**config.mk**
```make
export PLATFORM = sky130hd
export DESIGN_NAME = mcg_master_clock
export DESIGN_NICKNAME = d
export VERILOG_FILES = /design/src/rtl/mcg_master_clock.v
export VERILOG_INCLUDE_DIRS = /design/src /design/src/rtl
export SDC_FILE = /design/constraint.sdc
export NUM_CORES = 1
export LEC_CHECK = 0
export BUFFER_PORTS_ARGS = -buffer_cell sky130_fd_sc_hd__buf_2
export CORE_ASPECT_RATIO = 1.5
export CORE_MARGIN = 3
export CORE_UTILIZATION = 61
export DETAILED_ROUTE_END_ITERATION = 10
export PLACE_DENSITY = 0.83
export SYNTH_ARGS = -nofsm -noshare
export SYNTH_HDL_FRONTEND = slang
export SYNTH_SLANG_ARGS = --single-unit
```
**constraint.sdc**
```tcl
create_clock -name sys_clk -period 12.75 [get_ports sys_clk]
set_input_delay 3.1875 -clock sys_clk [delete_from_list [all_inputs] [get_ports sys_clk]]
set_output_delay 3.1875 -clock sys_clk [all_outputs]
set_load 0.02 [all_outputs]
```
**src/rtl/mcg_map.vh**
```
// register map, field positions, reset values and timing counts of the master clock generator
`ifndef MCG_MAP_VH
`define MCG_MAP_VH

// register byte offsets
`define MCG_CTRL_OFF        12'h000
`define MCG_STROBE_OFF      12'h004
`define MCG_STATUS_OFF      12'h008
`define MCG_EXTKHZ_OFF      12'h00C
`define MCG_TIMER_OFF       12'h010
`define MCG_WAKE_OFF        12'h014

// field positions
`define MCG_DIV_MSB         4
`define MCG_STB_FAST        0
`define MCG_STB_SLOW        1
`define MCG_ST_SRC_SLOW     0
`define MCG_ST_BUSY         1
`define MCG_ST_DET_DONE     2
`define MCG_ST_RATE_OK      3
`define MCG_ST_WAKE         4

// divisor limits and reset value
`define MCG_DIV_MIN         5'h02
`define MCG_DIV_MAX         5'h10
`define MCG_DIV_RST         5'h10

// core clock window for the fastest data rate, in kHz
`define MCG_CORE_MIN_KHZ    11000
`define MCG_CORE_MAX_KHZ    16000
`define MCG_EXTKHZ_RST      16'hABE0

// missing-edge detection length, in watch crystal periods
`define MCG_DET_PERIODS     2'h2

// rated limits, in MHz
`define MCG_CORE_RATED_MHZ  25
`define MCG_EXT_RATED_MHZ   50

`endif

```
**src/rtl/mcg_master_clock.v**
```verilog
// master clock generator: source select, glitch-free prescaler, sleep interval timer
`include "mcg_map.vh"

// usage limits:
// - each source is sampled on sys_clk, so it must stay below half the sys_clk rate
// - both edges of the selected source advance the prescaler
// - a switch waits for the core low phase on the old source; a dead old
//   source while core is high leaves the switch pending
// - strobes that arrive while a switch is pending are ignored
// - a strobe ends the missing-edge detection after reset
// - the interval timer counts watch crystal rising edges only
// - the wake flag is sticky; writing one to its status bit clears it, a
//   coincident compare hit wins

// Functional notes
// - flag core rate within 11 to 16 MHz
// - intermediate tick at twice core, halved
// - first stage counts half source periods
// - overall divisor programmable 2 to 16
// - core and companion from selected source
// - fast and slow strobes switch glitch-free
// - no external edge in two periods: slow
// - no watch crystal: detector never fires
// - reset loads divisor of 16
// - divisor change only at low phase boundary
// - watch crystal drives sleep interval timer
// - works up to 25 MHz core, 50 external
module mcg_master_clock (
    // clock and reset
    input  wire        sys_clk,
    input  wire        rst,
    // apb slave
    input  wire        psel,
    input  wire        penable,
    input  wire        pwrite,
    input  wire [11:0] paddr,
    input  wire [31:0] pwdata,
    output reg  [31:0] prdata,
    output reg         pready,
    output reg         pslverr,
    // clock sources
    input  wire        external_clock_input,
    input  wire        watch_crystal_clock,
    // generated clocks and wake-up
    output reg         core_clk_q,
    output reg         companion_core_clock_q,
    output reg         wake_q
);

    // switch sequencer: run, wait for a low phase, wait for the new source
    localparam [1:0] SW_RUN  = 2'b00;
    localparam [1:0] SW_STOP = 2'b01;
    localparam [1:0] SW_GO   = 2'b10;

    reg  [1:0]  sw_state_q;
    reg         src_slow_q;
    reg         src_req_slow_q;
    reg  [4:0]  div_q;
    reg  [4:0]  div_pend_q;
    reg  [4:0]  edge_cnt_q;
    reg         gate_on_q;
    reg         hist_valid_q;
    reg         ext_prev_q;
    reg         wcc_prev_q;
    reg         det_active_q;
    reg  [1:0]  det_cnt_q;
    reg  [15:0] ext_khz_q;
    reg  [31:0] timer_q;
    reg  [31:0] wake_cmp_q;

    // level change between the sampled pin and its history
    function edge_of;
        input cur;
        input prev;
        input valid;
        begin
            edge_of = valid & (cur ^ prev);
        end
    endfunction

    // history is only trusted one cycle after reset, so no false edge follows it
    wire ext_edge = edge_of(external_clock_input, ext_prev_q, hist_valid_q);
    wire wcc_rise = hist_valid_q & watch_crystal_clock & ~wcc_prev_q;
    wire wcc_edge = edge_of(watch_crystal_clock, wcc_prev_q, hist_valid_q);
    wire src_edge = src_slow_q ? wcc_edge : ext_edge;
    wire new_edge = src_req_slow_q ? wcc_edge : ext_edge;

    wire [4:0] half_div  = {1'b0, div_q[4:1]};
    wire       last_edge = (edge_cnt_q == div_q - 5'h01);
    wire       tick      = gate_on_q & src_edge & last_edge;
    wire       low_start = tick & core_clk_q;

    // a write lands at the access edge; read data is prepared at the setup edge
    // so that it already stands when pready is sampled
    wire wr_en = psel & penable & pwrite & pready;
    wire rd_en = psel & ~penable & ~pwrite;

    // keeps a written divisor inside the legal range
    function [4:0] clamp_div;
        input [31:0] v;
        begin
            if (v < {27'h0, `MCG_DIV_MIN})
                clamp_div = `MCG_DIV_MIN;
            else if (v > {27'h0, `MCG_DIV_MAX})
                clamp_div = `MCG_DIV_MAX;
            else
                clamp_div = v[4:0];
        end
    endfunction

    // true when the external rate over the divisor lands in the fast-rate window
    function rate_in_window;
        input [15:0] khz;
        input [4:0]  d;
        reg   [31:0] lo;
        reg   [31:0] hi;
        begin
            lo = `MCG_CORE_MIN_KHZ * {27'h0, d};
            hi = `MCG_CORE_MAX_KHZ * {27'h0, d};
            rate_in_window = ({16'h0, khz} >= lo) && ({16'h0, khz} <= hi);
        end
    endfunction

    // true for the six register offsets
    function addr_mapped;
        input [11:0] a;
        begin
            case (a)
                `MCG_CTRL_OFF,
                `MCG_STROBE_OFF,
                `MCG_STATUS_OFF,
                `MCG_EXTKHZ_OFF,
                `MCG_TIMER_OFF,
                `MCG_WAKE_OFF:   addr_mapped = 1'b1;
                default:         addr_mapped = 1'b0;
            endcase
        end
    endfunction

    // read data of a mapped register, zero elsewhere
    function [31:0] read_word;
        input [11:0] a;
        input [4:0]  pend;
        input [4:0]  act;
        input [4:0]  status;
        input [15:0] khz;
        input [31:0] count;
        input [31:0] cmp;
        begin
            case (a)
                `MCG_CTRL_OFF:   read_word = {19'h0, pend, 3'h0, act};
                `MCG_STATUS_OFF: read_word = {27'h0, status};
                `MCG_EXTKHZ_OFF: read_word = {16'h0, khz};
                `MCG_TIMER_OFF:  read_word = count;
                `MCG_WAKE_OFF:   read_word = cmp;
                default:         read_word = 32'h0000_0000;
            endcase
        end
    endfunction

    wire rate_ok = ~src_slow_q & rate_in_window(ext_khz_q, div_q);
    wire busy    = (sw_state_q != SW_RUN) | det_active_q;
    wire [4:0] status_bits = {wake_q, rate_ok, ~det_active_q, busy, src_slow_q};

    wire strobe_wr  = wr_en & (paddr == `MCG_STROBE_OFF);
    wire fast_stb   = strobe_wr & pwdata[`MCG_STB_FAST];
    wire slow_stb   = strobe_wr & pwdata[`MCG_STB_SLOW] & ~pwdata[`MCG_STB_FAST];
    wire [31:0] timer_nxt = timer_q + 32'h0000_0001;
    wire wake_hit   = (timer_nxt == wake_cmp_q);
    wire wake_clear = wr_en & (paddr == `MCG_STATUS_OFF) & pwdata[`MCG_ST_WAKE];

    // input history for edge detection
    always @(posedge sys_clk or posedge rst) begin
        if (rst) begin
            hist_valid_q <= 1'b0;
            ext_prev_q   <= 1'b0;
            wcc_prev_q   <= 1'b0;
        end else begin
            hist_valid_q <= 1'b1;
            ext_prev_q <= external_clock_input;
            wcc_prev_q <= watch_crystal_clock;
        end
    end

    // prescaler: each source edge is half a source period
    // div source edges make one core phase, so one core period is div source
    // periods; an odd div gives the half-step ratio of the first stage
    // a new divisor only takes effect where a low phase begins
    always @(posedge sys_clk or posedge rst) begin
        if (rst) begin
            edge_cnt_q             <= 5'h00;
            core_clk_q             <= 1'b0;
            companion_core_clock_q <= 1'b0;
            div_q                  <= `MCG_DIV_RST;
        end else if (!gate_on_q) begin
            edge_cnt_q <= 5'h00;
        end else if (src_edge) begin
            if (last_edge) begin
                // every div half periods the intermediate clock ticks; core halves it
                edge_cnt_q <= 5'h00;
                core_clk_q <= ~core_clk_q;
                if (core_clk_q)
                    div_q <= div_pend_q;
            end else begin
                edge_cnt_q <= edge_cnt_q + 5'h01;
            end
            // companion lags by half an intermediate period
            if (edge_cnt_q == half_div - 5'h01)
                companion_core_clock_q <= core_clk_q;
        end
    end

    // source switch sequencer
    always @(posedge sys_clk or posedge rst) begin
        if (rst) begin
            sw_state_q     <= SW_RUN;
            src_slow_q     <= 1'b0;
            src_req_slow_q <= 1'b0;
            gate_on_q      <= 1'b1;
        end else begin
            case (sw_state_q)
                SW_RUN: begin
                    if (det_active_q && wcc_rise && !ext_edge &&
                        det_cnt_q == `MCG_DET_PERIODS - 2'h1) begin
                        // no edge on the fast source over two watch crystal rises; a high core first waits in SW_STOP
                        src_req_slow_q <= 1'b1;
                        if (core_clk_q) begin
                            sw_state_q <= SW_STOP;
                        end else begin
                            gate_on_q  <= 1'b0;
                            sw_state_q <= SW_GO;
                        end
                    end else if (fast_stb || slow_stb) begin
                        if (slow_stb != src_slow_q) begin
                            src_req_slow_q <= slow_stb;
                            sw_state_q     <= SW_STOP;
                        end
                    end
                end
                SW_STOP: begin
                    if (low_start) begin
                        gate_on_q  <= 1'b0;
                        sw_state_q <= SW_GO;
                    end
                end
                SW_GO: begin
                    // core is already low; restart counting on the new source
                    if (new_edge) begin
                        src_slow_q <= src_req_slow_q;
                        gate_on_q  <= 1'b1;
                        sw_state_q <= SW_RUN;
                    end
                end
                default: begin
                    sw_state_q <= SW_RUN;
                end
            endcase
        end
    end

    // missing-edge detector, armed right after reset release
    always @(posedge sys_clk or posedge rst) begin
        if (rst) begin
            det_active_q <= 1'b1;
            det_cnt_q    <= 2'h0;
        end else if (det_active_q) begin
            if (ext_edge) begin
                det_cnt_q <= 2'h0;
            end else if (wcc_rise) begin
                // only watch crystal edges advance it; no crystal, no firing
                if (det_cnt_q == `MCG_DET_PERIODS - 2'h1)
                    det_active_q <= 1'b0;
                else
                    det_cnt_q <= det_cnt_q + 2'h1;
            end
            if (fast_stb || slow_stb)
                det_active_q <= 1'b0;
        end
    end

    // interval timer on watch crystal periods; firmware uses it to wait settling
    always @(posedge sys_clk or posedge rst) begin
        if (rst) begin
            timer_q <= 32'h0000_0000;
        end else if (wcc_rise) begin
            timer_q <= timer_nxt;
        end
    end

    // sticky wake flag; a compare hit in the cycle of the clear wins
    always @(posedge sys_clk or posedge rst) begin
        if (rst) begin
            wake_q <= 1'b0;
        end else if (wcc_rise && wake_hit) begin
            wake_q <= 1'b1;
        end else if (wake_clear) begin
            wake_q <= 1'b0;
        end
    end

    // software-written registers
    always @(posedge sys_clk or posedge rst) begin
        if (rst) begin
            div_pend_q <= `MCG_DIV_RST;
            ext_khz_q  <= `MCG_EXTKHZ_RST;
            wake_cmp_q <= 32'hFFFF_FFFF;
        end else if (wr_en) begin
            case (paddr)
                `MCG_CTRL_OFF:   div_pend_q <= clamp_div(pwdata);
                `MCG_EXTKHZ_OFF: ext_khz_q  <= pwdata[15:0];
                `MCG_WAKE_OFF:   wake_cmp_q <= pwdata;
                default:         div_pend_q <= div_pend_q;
            endcase
        end
    end

    // apb answer: zero wait states, data prepared in the setup cycle
    always @(posedge sys_clk or posedge rst) begin
        if (rst) begin
            prdata  <= 32'h0000_0000;
            pready  <= 1'b0;
            pslverr <= 1'b0;
        end else begin
            pready  <= psel & ~penable;
            pslverr <= psel & ~penable & ~addr_mapped(paddr);
            if (rd_en)
                prdata <= read_word(paddr, div_pend_q, div_q, status_bits, ext_khz_q,
                                    timer_q, wake_cmp_q);
        end
    end

endmodule // mcg_master_clock

```
==> key figures <==
Global routing
  – Vias in the first global route: 8,129
  – Initial antenna violation count: 0
  – Pin count of the biggest net entering global routing: 79
  – First-pass GRT wire length: 40.71 mm
  – GRT overflow: 0
  – GRT Util Overall: 27.94%

Cells and area
  – Final core occ: 70.04%
  – Layout Cells excl Fill: 1,323
  – Inserted Diodes: 0
  – Area taken by multi-input logic gates: 0.005962 mm^2
  – Layout filler cell count: 1,179
  – Most frequent cells in the layout: nand2_1, dfrtp_1, buf_2
  – Area added between synthesis and finish: 10.79%
  – FF/Latch Area: 0.003633 mm^2
  – NumNets Final: 1,249
  – Share of cells above drive strength 1: 21.07%

Setup path
  – Slowest-stage cell, CP: fa_1
  – Top delay family on crit path: adder cells
  – R2R cell count: 19
  – Reg2reg start: div_q[3]
  – Register-to-register setup slack: 7.41 ns
  – Critical Path RT: 13.05 ns
  – Worst-path fanout max: 12
  – Crit-path cells: fa_1 > inv_1 > fa_1 > fa_1 > inv_1 > ha_1 > nand2_1 > o21ai_0 > o21a_1 > nor2_1 > xor2_1 > ha_1 > nand4_1 > nor3_1 > a2111oi_0 > o31a_1 > nor4_1 > a21oi_1 > a221oi_1
  – Reg-to-reg endpoint: prdata[3]
  – Setup Crit Path Kind: reg -> reg
  – Setup crit start kind: flop
  – Worst EP arrival: 5.64 ns
  – CP max stage delay: 0.71 ns
  – Crit path top cell by count: fa_1
  – Crit end category: flop
  – WP buf/inv: 2

Floorplan
  – Die X: 110.8 um
  – Top-Level Pins: 88
  – Die Height: 163.2 um
  – Starting Density: 63.22%
  – Core Footprint: 0.01591 mm^2
  – FP Rows: 56
  – Die Area: 0.01809 mm^2

Placement
  – Pre-CTS setup slack: 7.145 ns
  – Dpl cells: 1,291
  – Hpwl dp: 18.40 mm
  – I/O Buffers: 87
  – Gpl congestion: 0.9580

Logic synthesis
  – Synth warnings: 0
  – Post-synthesis compound-gate area fraction: 10.93%
  – Post-synthesis register bit count: 143
  – Post-Synth XOR/XNOR Area: 9.059%
  – Netlist Area Pre-Place: 0.01005 mm^2
  – EDFF count, synth: 0
  – Simple-Gate Fraction of Synth Area: 17.17%
  – Ys async rst share: 100.0%
  – Post-Synth Adder-Cell Area: 12.67%
  – Synthesized net count: 1,187
  – Mux contribution to synthesized area: 9.433%
  – Top_reg_cell synth: dfrtp_1
  – Largest family of logic cells by synthesized area: simple AND/OR/NAND/NOR gates
  – Mean area per synthesized cell: 9.622 um^2
  – Syn Inst Count: 1,045
  – Unique masters post-synth: 73
  – Register area share after synthesis: 36.14%

Detailed routing
  – Vias per cell: 6.091
  – 1st-iter DRT viols: 530
  – Routed vias: 8,059
  – WL per Instance: 18.68 um
  – Routed Antenna Nets: 0
  – DRC Markers: 0
  – Total wire length: 24.72 mm
  – Drt first pass iters: 7

Pwr
  – Switch share: 23.55%
  – Power Dens Cells: 93.28 mW/mm^2
  – P_int: 794.3 uW
  – Clock power share: 47.9%
  – Part of the power in registers: 45.9%
  – Net Sw Power: 244.7 uW
  – Worst IR Drop VDD: 0.09287 mV
  – Comb power frac: 6.2%
  – Leak: 0.005339 uW

Timing
  – Fin crit period: 5.340 ns
  – Setup TNS: 0 ns
  – Final-report hold violation count: 0
  – RSZ-0062 raised after global routing: false
  – Skew final: 0.01017 ns
  – Final period util: 41.88%
  – Slew @ Worst Pin: 1.156 ns
  – Fmax achieved: 187.3 MHz
  – Final hold slack: 0.4732 ns
  – Setup WS post-layout: 7.410 ns
  – Fin. max-slew vios: 0
  – Slew HR: 22.95%
  – # setup viols final: 0

CTS
  – Clock buffers created by TritonCTS: 17
  – Clk Latency, worst-skew pair: 0.42 ns
  – Hold_buf cts: 0
  – Clk Tree Root Cell: clkbuf_16
  – H-Tree Depth: 4
  – TritonCTS Sinks: 143
  – Clock transition at the registers of the reported paths: 0.06 ns
  – CTS tree: done
  – Post-CTS setup buffers: 0
  – Post-cts sizing count: 0
  – Max Buffers Root-to-Sink: 2

Min path
  – Worst min path class: reg -> reg
  – Worst hold path startpoint: prdata[31]
  – Hold endpoint: prdata[31]
  – Hold path cells: 2

Job
  – Max-cap viol count: 0

Status
  – Status: completed
## synth_stat cells, types with 9 or more instances
cell type | instances | area, um^2
and3_1 | 12 | 75.07
nand2_1 | 99 | 371.6
xor2_1 | 54 | 473.0
a221oi_1 | 9 | 78.83
mux2i_1 | 34 | 340.3
ha_1 | 73 | 913.4
nand4_1 | 19 | 118.9
a21oi_1 | 27 | 135.1
nor2_1 | 67 | 251.5
fa_1 | 18 | 360.4
nor4_1 | 16 | 100.1
mux2_2 | 54 | 608.1
xnor2_1 | 50 | 437.9
buf_2 | 13 | 65.06
clkbuf_1 | 23 | 86.33
nand3_1 | 34 | 170.2
a31oi_1 | 9 | 56.30
nor3_1 | 23 | 115.1
dfstp_2 | 44 | 1156
a21o_1 | 9 | 67.56
dfrtp_1 | 99 | 2477
o21ai_0 | 69 | 345.3
inv_1 | 61 | 229.0
nor2b_1 | 12 | 75.07
## kinds of logic after synthesis
logic type / Yosys count
AO/OA/AOI/OAI: 174
XOR/XNOR: 104
adder cells (fa/ha/maj): 91
buffers and inverters: 110
flip-flops: 143
multiplexers: 88
other: 1
AND/OR/NAND/NOR: 334
## power groups by stage
stage	Sequential, uW	Combinational (uW)	Clock, uW
after global placement	483	62.9	0
final	477	64.4	498
after global routing	478	70.8	525
after CTS	476	64.7	501
after detailed placement	483	64.3	0
after floorplan	475	50.6	0
## stage by stage
| stage | total power [uW] | area, um^2 |
|---|---|---|
| 6_report | 1039 | 11140 |
| 3_5_place_dp | 547.4 | 10560 |
| 2_1_floorplan | 525.3 | 10050 |
| 3_3_place_gp | 545.5 | 10560 |
| 5_1_grt | 1074 | 11140 |
| 4_1_cts | 1041 | 11140 |
## worst max path at each step
stage	from	endpoint	slack (ns)	cells past startpoint
after floorplan	rst	companion_core_clock_q	5.80	1
after global placement	paddr[7]	wake_cmp_q[15]	7.19	7
after detailed placement	paddr[7]	wake_cmp_q[24]	7.14	7
after CTS	div_q[3]	prdata[3]	7.43	19
after global routing	div_q[3]	prdata[3]	6.98	18
final	div_q[3]	prdata[3]	7.41	19
## layout make-up
class,count,area share [%]
inverters,61,2.100
multi-input cells,792,53.52
repair buffers,92,4.246
flip-flops and latches,143,32.62
clock buffers,21,3.954
clock inverters,11,1.280
well taps,203,2.280
## worst reg2reg max path: stages, from the launching register on
cell and delay (ns):
dfrtp_1 0.58, fa_1 0.72, inv_1 0.10, fa_1 0.51
fa_1 0.53, inv_1 0.05, ha_1 0.34, nand2_1 0.06
o21ai_0 0.31, o21a_1 0.16, nor2_1 0.04, xor2_1 0.14
ha_1 0.30, nand4_1 0.09, nor3_1 0.28, a2111oi_0 0.16
o31a_1 0.30, nor4_1 0.25, a21oi_1 0.10, a221oi_1 0.23
## layer usage
layer / track usage (%) / wire, um / share of wire, % / up-vias
met3: 3.299 / 868 / 3.5 / 80
li1: - / - / - / 3797
met2: 53.37 / 13410 / 54 / 229
met1: 30.26 / 9232 / 37 / 3953
met4: 13.89 / 1208 / 4.9 / 0
met5: 0 / 0 / 0 / -
## sequential cells by signal, indices dropped and copies added (netlist names), 2 cells and up
register and cells:
div_pend_q 5, wake_cmp_q 32, timer_q 32, sw_state_q 2, ext_khz_q 16, prdata 32
edge_cnt_q 5, det_cnt_q 2, div_q 5
Power figures use the tool's default switching activity.
